--- config.mk ---
export PLATFORM = sky130hd
export DESIGN_NAME = sub_swap_xor_exec_unit
export DESIGN_NICKNAME = d
export VERILOG_FILES = /design/src/rtl/exec_unit_pkg.sv /design/src/rtl/sub_swap_xor_exec_unit.sv
export SDC_FILE = /design/constraint.sdc
export NUM_CORES = 2
export LEC_CHECK = 0
export BUFFER_PORTS_ARGS = -buffer_cell sky130_fd_sc_hd__buf_2
export CAP_MARGIN = 20
export CORE_MARGIN = 3
export CORE_UTILIZATION = 55
export DETAILED_ROUTE_END_ITERATION = 7
export GPL_TIMING_DRIVEN = 0
export PLACE_DENSITY = 0.79
export SYNTH_ARGS = -nofsm -noshare
export SYNTH_HDL_FRONTEND = slang
export SYNTH_SLANG_ARGS = --single-unit
--- constraint.sdc ---
create_clock -name aclk -period 11.9 [get_ports aclk]
set_clock_uncertainty 0.05 [all_clocks]
set_input_delay 1.19 -clock aclk [delete_from_list [all_inputs] [get_ports aclk]]
set_output_delay 1.19 -clock aclk [all_outputs]
set_load 0.01 [all_outputs]
--- src/rtl/exec_unit_pkg.sv ---
package exec_unit_pkg;

    // clock and instruction timing
    localparam int CLK_PERIOD_NS = 100;
    localparam int INSN_CYCLE_NS = 400;
    localparam int PHASE_COUNT = INSN_CYCLE_NS / CLK_PERIOD_NS;

    // register byte offsets
    localparam logic [7:0] OFF_INSN = 8'h00;
    localparam logic [7:0] OFF_ACC = 8'h04;
    localparam logic [7:0] OFF_STATUS = 8'h08;
    localparam logic [7:0] OFF_RF_INDEX = 8'h0c;
    localparam logic [7:0] OFF_RF_DATA = 8'h10;
    localparam logic [7:0] OFF_DIR = 8'h14;

    // status bit positions
    localparam int ST_C = 0;
    localparam int ST_DC = 1;
    localparam int ST_Z = 2;
    localparam int ST_BUSY = 3;
    localparam int ST_ILLEGAL = 4;

    // values after reset
    localparam logic [13:0] INSN_RST = 14'h0000;
    localparam logic [7:0] ACC_RST = 8'h00;
    localparam logic [7:0] DIR_RST = 8'hff;
    localparam logic [6:0] INDEX_RST = 7'h00;

    // opcode patterns
    localparam logic [5:0] OPC_REG_MINUS_ACC = 6'h02;
    localparam logic [5:0] OPC_NIBBLE_EXCHANGE = 6'h0e;
    localparam logic [5:0] OPC_REG_ACC_PARITY = 6'h06;
    localparam logic [5:0] OPC_ACC_LIT_PARITY = 6'h3a;
    localparam logic [4:0] OPC_LIT_MINUS_ACC = 5'h1e;
    localparam logic [10:0] OPC_DIRECTION_LOAD = 11'h00c;
    localparam logic [2:0] DIR_SEL_MIN = 3'h5;

    // axi responses
    localparam logic [1:0] RESP_OKAY = 2'h0;
    localparam logic [1:0] RESP_SLVERR = 2'h2;

    typedef enum logic [2:0] {
        PH_IDLE = 3'b000,
        PH_Q1 = 3'b001,
        PH_Q2 = 3'b010,
        PH_Q3 = 3'b011,
        PH_Q4 = 3'b100
    } phase_e;

    typedef enum logic [2:0] {
        OP_NONE = 3'b000,
        OP_REG_MINUS_ACC = 3'b001,
        OP_LIT_MINUS_ACC = 3'b010,
        OP_NIBBLE_EXCHANGE = 3'b011,
        OP_ACC_LIT_PARITY = 3'b100,
        OP_REG_ACC_PARITY = 3'b101,
        OP_DIRECTION_LOAD = 3'b110
    } op_e;

    typedef struct packed {
        op_e op;
        logic dest;
        logic [6:0] faddr;
        logic [7:0] lit;
    } dec_s;

endpackage : exec_unit_pkg

--- src/rtl/sub_swap_xor_exec_unit.sv ---
// Added by the designer: the register addresses and the AXI4-Lite slave port.
`timescale 1ns/1ps
module sub_swap_xor_exec_unit (
    // clock and reset
    input wire logic aclk,
    input wire logic aresetn,
    // axi4-lite write address and data
    input wire logic [7:0] awaddr,
    input wire logic awvalid,
    output logic awready,
    input wire logic [31:0] wdata,
    input wire logic [3:0] wstrb,
    input wire logic wvalid,
    output logic wready,
    // axi4-lite write response
    output logic [1:0] bresp,
    output logic bvalid,
    input wire logic bready,
    // axi4-lite read
    input wire logic [7:0] araddr,
    input wire logic arvalid,
    output logic arready,
    output logic [31:0] rdata,
    output logic [1:0] rresp,
    output logic rvalid,
    input wire logic rready,
    // port direction latches, selectors 5, 6, 7
    output logic [2:0][7:0] direction_latch
);

    logic [13:0] insn;
    logic [7:0] acc;
    logic flag_c;
    logic flag_dc;
    logic flag_z;
    logic illegal;
    logic [6:0] rf_index;
    logic [7:0] rf [128];
    exec_unit_pkg::phase_e phase;
    exec_unit_pkg::dec_s dec;
    exec_unit_pkg::dec_s next_dec;
    logic [7:0] opnd;
    logic [7:0] res;
    logic res_c;
    logic res_dc;
    logic res_z;
    logic [7:0] next_res;
    logic next_c;
    logic next_dc;
    logic next_z;
    logic aw_full;
    logic w_full;
    logic [7:0] wr_addr;
    logic [31:0] wr_data;
    logic [3:0] wr_strb;
    logic [31:0] rd_word;
    logic [1:0] rd_resp;
    logic [31:0] merged;

    // byte-lane merge of a write into the old contents
    function automatic logic [31:0] merge(input logic [31:0] old,
                                          input logic [31:0] din,
                                          input logic [3:0] strb);
        logic [31:0] m;
        m = old;
        for (int i = 0; i < 4; i++) begin
            if (strb[i]) begin
                m[i*8 +: 8] = din[i*8 +: 8];
            end
        end
        return m;
    endfunction : merge

    // a - b with carry out and nibble carry out, inverted borrows
    function automatic logic [9:0] sub8(input logic [7:0] a,
                                        input logic [7:0] b);
        logic [8:0] full;
        logic [4:0] low;
        full = {1'b0, a} + {1'b0, ~b} + 9'h001;
        low = {1'b0, a[3:0]} + {1'b0, ~b[3:0]} + 5'h01;
        return {full[8], low[4], full[7:0]};
    endfunction : sub8

    // write commit and register decode
    wire busy = (phase != exec_unit_pkg::PH_IDLE);
    wire wr_commit = aw_full && w_full && !bvalid;
    wire wr_insn = wr_commit && (wr_addr == exec_unit_pkg::OFF_INSN);
    wire wr_acc = wr_commit && (wr_addr == exec_unit_pkg::OFF_ACC);
    wire wr_status = wr_commit && (wr_addr == exec_unit_pkg::OFF_STATUS);
    wire wr_index = wr_commit && (wr_addr == exec_unit_pkg::OFF_RF_INDEX);
    wire wr_rfdata = wr_commit && (wr_addr == exec_unit_pkg::OFF_RF_DATA);
    wire wr_dir = wr_commit && (wr_addr == exec_unit_pkg::OFF_DIR);
    wire wr_mapped = wr_insn || wr_acc || wr_status || wr_index
                     || wr_rfdata || wr_dir;
    // software may not disturb operands while an instruction runs
    wire start = wr_insn && !busy;
    wire sw_acc = wr_acc && !busy;
    wire sw_flags = wr_status && !busy;
    wire sw_rf = wr_rfdata && !busy;
    wire q4 = (phase == exec_unit_pkg::PH_Q4);
    wire op_sub = (dec.op == exec_unit_pkg::OP_REG_MINUS_ACC)
                  || (dec.op == exec_unit_pkg::OP_LIT_MINUS_ACC);
    wire op_xor = (dec.op == exec_unit_pkg::OP_REG_ACC_PARITY)
                  || (dec.op == exec_unit_pkg::OP_ACC_LIT_PARITY);
    wire op_reg = (dec.op == exec_unit_pkg::OP_REG_MINUS_ACC)
                  || (dec.op == exec_unit_pkg::OP_NIBBLE_EXCHANGE)
                  || (dec.op == exec_unit_pkg::OP_REG_ACC_PARITY);
    wire op_lit = (dec.op == exec_unit_pkg::OP_LIT_MINUS_ACC)
                  || (dec.op == exec_unit_pkg::OP_ACC_LIT_PARITY);
    wire exec_acc = q4 && (op_lit || (op_reg && !dec.dest));
    wire exec_rf = q4 && op_reg && dec.dest;
    wire exec_dir = q4 && (dec.op == exec_unit_pkg::OP_DIRECTION_LOAD);
    wire [1:0] dir_sel = 2'(dec.faddr[2:0] - exec_unit_pkg::DIR_SEL_MIN);
    assign merged = merge(rd_word_w(wr_addr), wr_data, wr_strb);

    // current word of a register, for read data and byte merging
    function automatic logic [31:0] rd_word_w(input logic [7:0] a);
        logic [31:0] w;
        w = '0;
        if (a == exec_unit_pkg::OFF_INSN) begin
            w[13:0] = insn;
        end else if (a == exec_unit_pkg::OFF_ACC) begin
            w[7:0] = acc;
        end else if (a == exec_unit_pkg::OFF_STATUS) begin
            w[exec_unit_pkg::ST_C] = flag_c;
            w[exec_unit_pkg::ST_DC] = flag_dc;
            w[exec_unit_pkg::ST_Z] = flag_z;
            w[exec_unit_pkg::ST_BUSY] = busy;
            w[exec_unit_pkg::ST_ILLEGAL] = illegal;
        end else if (a == exec_unit_pkg::OFF_RF_INDEX) begin
            w[6:0] = rf_index;
        end else if (a == exec_unit_pkg::OFF_RF_DATA) begin
            w[7:0] = rf[rf_index];
        end else if (a == exec_unit_pkg::OFF_DIR) begin
            w[23:0] = direction_latch;
        end
        return w;
    endfunction : rd_word_w

    // read decode; unmapped reads return zero with slverr
    assign rd_word = rd_word_w(araddr);
    assign rd_resp = (araddr == exec_unit_pkg::OFF_INSN
                      || araddr == exec_unit_pkg::OFF_ACC
                      || araddr == exec_unit_pkg::OFF_STATUS
                      || araddr == exec_unit_pkg::OFF_RF_INDEX
                      || araddr == exec_unit_pkg::OFF_RF_DATA
                      || araddr == exec_unit_pkg::OFF_DIR)
                     ? exec_unit_pkg::RESP_OKAY : exec_unit_pkg::RESP_SLVERR;

    // instruction decode, unknown patterns fall to none
    always_comb begin
        next_dec.op = exec_unit_pkg::OP_NONE;
        next_dec.dest = insn[7];
        next_dec.faddr = insn[6:0];
        next_dec.lit = insn[7:0];
        if (insn[13:8] == exec_unit_pkg::OPC_REG_MINUS_ACC) begin
            next_dec.op = exec_unit_pkg::OP_REG_MINUS_ACC;
        end else if (insn[13:8] == exec_unit_pkg::OPC_NIBBLE_EXCHANGE) begin
            next_dec.op = exec_unit_pkg::OP_NIBBLE_EXCHANGE;
        end else if (insn[13:8] == exec_unit_pkg::OPC_REG_ACC_PARITY) begin
            next_dec.op = exec_unit_pkg::OP_REG_ACC_PARITY;
        end else if (insn[13:8] == exec_unit_pkg::OPC_ACC_LIT_PARITY) begin
            next_dec.op = exec_unit_pkg::OP_ACC_LIT_PARITY;
        end else if (insn[13:9] == exec_unit_pkg::OPC_LIT_MINUS_ACC) begin
            next_dec.op = exec_unit_pkg::OP_LIT_MINUS_ACC;
        end else if (insn[13:3] == exec_unit_pkg::OPC_DIRECTION_LOAD
                     && insn[2:0] >= exec_unit_pkg::DIR_SEL_MIN) begin
            next_dec.op = exec_unit_pkg::OP_DIRECTION_LOAD;
        end
    end

    // process phase: result and flags from operand and accumulator
    always_comb begin
        next_res = 8'h00;
        next_c = flag_c;
        next_dc = flag_dc;
        next_z = flag_z;
        case (dec.op)
            exec_unit_pkg::OP_REG_MINUS_ACC,
            exec_unit_pkg::OP_LIT_MINUS_ACC: begin
                // opnd holds the register or the literal
                // inverted borrows give carry and digit
                {next_c, next_dc, next_res} = sub8(opnd, acc);
                next_z = (next_res == 8'h00);
            end
            exec_unit_pkg::OP_NIBBLE_EXCHANGE: begin
                next_res = {opnd[3:0], opnd[7:4]};
            end
            exec_unit_pkg::OP_ACC_LIT_PARITY,
            exec_unit_pkg::OP_REG_ACC_PARITY: begin
                next_res = acc ^ opnd;
                next_z = (next_res == 8'h00);
            end
            default: begin
                next_res = acc;
            end
        endcase
    end

    // q1 decode, q2 operand read, q3 process, q4 write
    always_ff @(posedge aclk) begin
        if (!aresetn) begin
            phase <= exec_unit_pkg::PH_IDLE;
        end else begin
            case (phase)
                exec_unit_pkg::PH_IDLE: begin
                    if (start) begin
                        phase <= exec_unit_pkg::PH_Q1;
                    end
                end
                exec_unit_pkg::PH_Q1: phase <= exec_unit_pkg::PH_Q2;
                exec_unit_pkg::PH_Q2: phase <= exec_unit_pkg::PH_Q3;
                exec_unit_pkg::PH_Q3: phase <= exec_unit_pkg::PH_Q4;
                default: phase <= exec_unit_pkg::PH_IDLE;
            endcase
        end
    end

    // pipeline holding registers, data only
    always_ff @(posedge aclk) begin
        if (phase == exec_unit_pkg::PH_Q1) begin
            dec <= next_dec;
        end
        if (phase == exec_unit_pkg::PH_Q2) begin
            opnd <= op_lit ? dec.lit : rf[dec.faddr];
        end
        if (phase == exec_unit_pkg::PH_Q3) begin
            {res, res_c, res_dc, res_z} <= {next_res, next_c, next_dc, next_z};
        end
    end

    // instruction, accumulator, index, flags; execution wins over software
    always_ff @(posedge aclk) begin
        if (!aresetn) begin
            insn <= exec_unit_pkg::INSN_RST;
            acc <= exec_unit_pkg::ACC_RST;
            rf_index <= exec_unit_pkg::INDEX_RST;
            {flag_c, flag_dc, flag_z, illegal} <= 4'h0;
        end else begin
            if (start) insn <= merged[13:0];
            if (wr_index) rf_index <= merged[6:0];
            if (exec_acc) begin
                acc <= res;
            end else if (sw_acc) begin
                acc <= merged[7:0];
            end
            if (q4) begin
                // only the flags each instruction owns are replaced
                {flag_c, flag_dc, flag_z} <= {res_c, res_dc, res_z};
            end else if (sw_flags) begin
                flag_c <= merged[exec_unit_pkg::ST_C];
                flag_dc <= merged[exec_unit_pkg::ST_DC];
                flag_z <= merged[exec_unit_pkg::ST_Z];
            end
            // sticky, write one to clear, a new event wins
            if (phase == exec_unit_pkg::PH_Q1
                && next_dec.op == exec_unit_pkg::OP_NONE) begin
                illegal <= 1'b1;
            // held write word, the bus data may already have moved on
            end else if (wr_status && wr_data[exec_unit_pkg::ST_ILLEGAL]
                         && wr_strb[0]) begin
                illegal <= 1'b0;
            end
        end
    end

    // register file; left unreset, it is plain data storage
    always_ff @(posedge aclk) begin
        if (exec_rf) begin
            rf[dec.faddr] <= res;
        end else if (sw_rf) begin
            rf[rf_index] <= merged[7:0];
        end
    end

    // direction latches, loaded only by the instruction
    always_ff @(posedge aclk) begin
        if (!aresetn) begin
            direction_latch <= {3{exec_unit_pkg::DIR_RST}};
        end else if (exec_dir) begin
            direction_latch[dir_sel] <= acc;
        end
    end

    // axi write channels, either order, response after both
    always_ff @(posedge aclk) begin
        if (!aresetn) begin
            {aw_full, w_full, bvalid} <= 3'b000;
            {awready, wready} <= 2'b11;
            wr_addr <= 8'h00;
            wr_data <= 32'h0000_0000;
            wr_strb <= 4'h0;
            bresp <= exec_unit_pkg::RESP_OKAY;
        end else begin
            if (awvalid && awready) begin
                {aw_full, awready} <= 2'b10;
                wr_addr <= awaddr;
            end
            if (wvalid && wready) begin
                {w_full, wready} <= 2'b10;
                wr_data <= wdata;
                wr_strb <= wstrb;
            end
            if (wr_commit) begin
                bvalid <= 1'b1;
                bresp <= wr_mapped ? exec_unit_pkg::RESP_OKAY
                                   : exec_unit_pkg::RESP_SLVERR;
            end else if (bvalid && bready) begin
                bvalid <= 1'b0;
                {aw_full, w_full, awready, wready} <= 4'b0011;
            end
        end
    end

    // axi read channel, data registered at the address handshake
    always_ff @(posedge aclk) begin
        if (!aresetn) begin
            {arready, rvalid} <= 2'b10;
            rdata <= 32'h0000_0000;
            rresp <= exec_unit_pkg::RESP_OKAY;
        end else if (arvalid && arready) begin
            {arready, rvalid} <= 2'b01;
            rdata <= rd_word;
            rresp <= rd_resp;
        end else if (rvalid && rready) begin
            {arready, rvalid} <= 2'b10;
        end
    end

    localparam int LAST_PHASE = exec_unit_pkg::PHASE_COUNT - 1;
    logic [2:0] ph_cnt;
    always_ff @(posedge aclk) begin
        ph_cnt <= (phase == exec_unit_pkg::PH_IDLE) ? 3'h0 : 3'(ph_cnt + 3'h1);
    end
    wire [7:0] chk_diff = opnd - acc;
    wire chk_ge = (opnd >= acc);
    wire chk_lo_ge = (opnd[3:0] >= acc[3:0]);
    wire [7:0] chk_swap = {opnd[3:0], opnd[7:4]};
    wire [7:0] chk_xor = acc ^ opnd;
    wire [2:0] flags = {flag_c, flag_dc, flag_z};
    wire q4_sub_reg = q4 && dec.op == exec_unit_pkg::OP_REG_MINUS_ACC;
endmodule : sub_swap_xor_exec_unit

### After elaboration in Yosys (flattened, before gate mapping)

Memory sizes are Yosys's and may differ from the RTL's. A register that Yosys moved wholly into a read port is not among the register bits.
Cells that the tools add are included.

| storage, ports and cells | value |
|---|---|
| register bits | 157 |
| RAM bits | 1,024 |
| bits of input ports | 59 |
| output and inout port bits | 65 |
| logic and storage cells | 230 |
| memories kept | 1 |

| operators by class | value |
|---|---|
| add/subtract/negate cells | 5 |
| order comparisons | 3 |
| equal/unequal tests | 28 |
| mux-type cells | 96 |
| bitwise logic cells | 3 |
| reduce and logical (&&, ||, !) cells | 60 |

Memory list:

| name | depth | bits a word | read ports | clocked after Yosys merged registers in | write ports | RTL line | source |
|---|---|---|---|---|---|---|---|
| rf | 128 | 8 | 2 | 2 | 1 | sub_swap_xor_exec_unit.sv:38 | `logic [7:0] rf [128];` |

Operators with widths:

| kind | number |
|---|---|
| 2-to-1 mux 8 bit | 18 |
| 2-to-1 mux 14 bit | 8 |
| 2-to-1 mux 7 bit | 10 |
| 2-to-1 mux 1 bit | 34 |
| == test 8 x 4 -> 1 bit, second input constant | 4 |
| == test 8 x 5 -> 1 bit, second input constant | 4 |
| logical NOT 8 bit | 4 |
| 2-to-1 mux 16 bit | 2 |
| logical AND 1 bit | 27 |
| bitwise mux 24 bit | 1 |
| 2-to-1 mux 24 bit | 1 |
| one-hot mux 8 bit (3 select lines) | 1 |
| 2-to-1 mux 3 bit | 7 |
| 2-to-1 mux 19 bit | 1 |
| 2-to-1 mux 6 bit | 3 |
| 2-to-1 mux 17 bit | 1 |
| demux 8 bit (select 2 bit) | 1 |
| == test 8 x 3 -> 1 bit, second input constant | 2 |
| logical OR 1 bit | 14 |
| == test 3 x 2 -> 1 bit, second input constant | 4 |
| == test 3 bit, second input constant | 4 |
| one-hot mux 3 bit (4 select lines) | 1 |
| == test 11 x 4 -> 1 bit, second input constant | 1 |
| 2-to-1 mux 10 bit | 1 |
| 29 further kinds | 41 |

### Logic depth before layout (Yosys ltp)

| logic depth | value |
|---|---|
| depth after elaboration | 22 |
| depth in mapped cells | 13 |
| depth with buffers taken out | 11 |

### Least setup slack after synthesis

No wires, ideal clock.

| timing | value |
|---|---|
| path kind | reg-to-reg |
| start | register (tool-made name) |
| end | memory rf[0][0] (data pin) |
| library setup time | 1,225 ps |
| arrival | 7,256 ps |
| required time | 10,625 ps |
| slack | 3,370 ps |
| stages on the path, launching flop included | 12 |
| buffers on the path | 4 |
| clock period less this slack | 8,530 ps |
| cells stage by stage | dfxtp_1 > buf_2 > buf_4 > buf_2 > buf_2 > mux4_2 > o22ai_1 > a22oi_1 > nand3_1 > nor4_1 > a211oi_2 > o31ai_1 |

RTL lines:

| element | RTL line |
|---|---|
| to (decl) | sub_swap_xor_exec_unit.sv:38 |

==> results.cfg <==
[floorplanning]
num_io_pins = 124
start_util = 0.556
die-height_microns = 324
rows = 116
die_w_microns = 324
core_area_sq_mm = 0.100
die-area_sq_mm = 0.105

[sta]
worstMarginPinSlew_ns = 1.32
slew_headroom = 0.118
max_freq_mhz = 156
setup_viol = 0
period_share = 0.539
hold_slack_ns = 0.400
maxSlewViolCount = 0
fin_setup_tns_ns = 0
hold_viol_final = 0
rsz0062_at_grt = no
period_minus_slack_ns = 6.42

[place]
placed_area_sq_mm = 0.0590
port_buffers = 90
dp.cells = 4716
gp_congestion = 1.08
dpl.hpwl_mm = 150

[cells_and_area]
areaGrowthSynthToFinish_pct = 13.1
finish.utilization = 0.629
stdcell_count = 4978
nets = 3566
layout-drive-gt1-share = 0.301
fin_area_sq_mm = 0.0631

[route]
drtIter0Drc = 7929
ant_nets = 0
wl_mm = 213
viasPerCell = 7.74
via_count = 38500
drt_pass1_iterations = 8
drc = 3
wl_per_cell_microns = 42.9

[logic_synthesis]
synth.distinct_cells = 72
ys_seq_area_frac = 0.615
yosysTopAreaCell = edfxtp_1
synthesis.instances = 3204
ys_ff_latch = 1185
async_flop_share = 0
mappedNetlistArea_sq_mm = 0.0557
synth_edf_count = 1054
ys.flop_type = edfxtp_1
ys_warn_count = 0
ys_top_cells_by_area = edfxtp_1 (57%), mux4_2 (24%), dfxtp_1 (4.7%)
synth_top_area_frac = 0.568
synth_most_common_cell = edfxtp_1
syn_area_per_cell_sq_um = 17.4
synth_common_cells = edfxtp_1 (1054), mux4_2 (606), nor2_1 (209)

[power]
cellLeakagePower_uw = 0.0194
p_per_area_mw_per_mm2 = 136
peakVddDrop_mv = 0.120

[critical_path]
worstSetupEndpointType = flip-flop
crit_chain = buf_2 -> buf_2 -> buf_2 -> buf_2 -> mux2i_1 -> o221ai_1 -> a211oi_1 -> a21oi_1 -> a211oi_1 -> nor2_1 -> a41oi_2 -> o21ai_4 -> buf_12 -> buf_12 -> buf_16
required_ns = 12.33
worstSetupPathType = reg2reg
worstPathArrival_ns = 6.85
start_kind = flip-flop
critPathMostFrequentCell = buf_2
slowest_delay_ns = 0.96
slowest_stage = a211oi_1
cp_max_fo = 35

[global_route]
grtUsageTotal = 0.403
grt_max_degree = 95
gr-total-overflow = 0
grt_pass1_wl_mm = 291
grt_pass1_vias = 36200
antenna_found_initial = 31

[min_path]
hold_path_class = reg2reg

[status]
violations = design-rule violations
status = finished, violations left

[run]
maxCapViolCount = 0

[clock_tree]
cts_hold_buf = 0
cts.path.max_buffers = 3
htreeDepth = 3
clock_latency_ns = 0.77
cts_setup_buffers = 0
cts-root-buf = clkbuf_16
clock_sinks = 1185
clkTransAtPathRegs_ns = 0.07
cts_tree = yes
cts_resized = 0
cts_buffers = 118
## power by group
group | total, uW | internal (uW) | switching, uW
logic | 351 | 133 | 218
registers | 4490 | 4480 | 10.9
clock network | 3730 | 2060 | 1670
## through the flow
stage	total power, uW	setup WS [ns]
floorplan	4780	3.37
global route	8710	5.67
global placement	4900	-6.26
CTS	8520	5.67
finish	8570	5.48
detailed placement	4910	5.65
## sequential cells by signal, indices dropped and copies added (netlist names), 7 cells and up, named ones only
register         flops
acc                  8
dec                 11
direction_latch     24
insn                14
opnd                 8
rdata               24
res                  8
rf                1024
rf_index             7
wr_addr              8
wr_data             14
## cell families after synthesis
| kind of cell | share of synthesized area |
|---|---|
| buf+inv | 0.0236 |
| other cells | 0.0000673 |
| fa+ha+maj | 0.00216 |
| flops | 0.615 |
| simple gates | 0.0543 |
| xor+xnor | 0.000943 |
| compound gates | 0.0416 |
| mux | 0.262 |
## per-layer routing
metal  part of all wire  vias up  global-route usage
met5            0.00050        -                   0
met4              0.095       16               0.278
met3               0.17     1107               0.192
met2               0.43     4289               0.573
met1               0.31    19200               0.487
li1                   -    14000                   -
## cell usage in the layout, fill, tap and decap left out, types with 31 or more instances in the layout
master and count:
clkbuf_1 151, buf_4 45, nand2b_1 31, nand2_1 191, nand3_1 82, edfxtp_1 1054
mux4_2 606, buf_2 156, dfxtp_1 131, nor2_1 209, nor3_1 40, mux2i_1 81
a21oi_1 115, o21ai_0 50, clkbuf_16 119
## critical path: cells and delay by family, from the launching register on
family	cells	cell delay (ns)
flip-flops	1	0.30
AND/OR/NAND/NOR	1	0.23
AO/OA/AOI/OAI	6	2.49
multiplexers	1	0.31
buffers and inverters	7	2.64
## final timing paths
path | cells after the start | start | slack, ns | endpoint
max reg2reg | 15 | flip-flop | 5.48 | rf[66][6]$_DFFE_PP_
min | 2 | rdata[17]$_SDFFE_PN0P_ | 0.40 | rdata[17]$_SDFFE_PN0P_
min reg2reg | 2 | rdata[17]$_SDFFE_PN0P_ | 0.40 | rdata[17]$_SDFFE_PN0P_
max | 15 | flip-flop | 5.48 | rf[66][6]$_DFFE_PP_
## layout make-up
cell class / count / area, sq um
repair buffers: 165 / 1660
flip-flops and latches: 1185 / 34300
clock inverters: 70 / 656
fillers: 6871 / 37200
inverters: 27 / 101
multi-input cells: 1751 / 20300
diodes: 21 / 52.6
plain buffers: 250 / 1210
clock buffers: 152 / 3110
well taps: 1357 / 1700
Power figures use the tool's default switching activity.
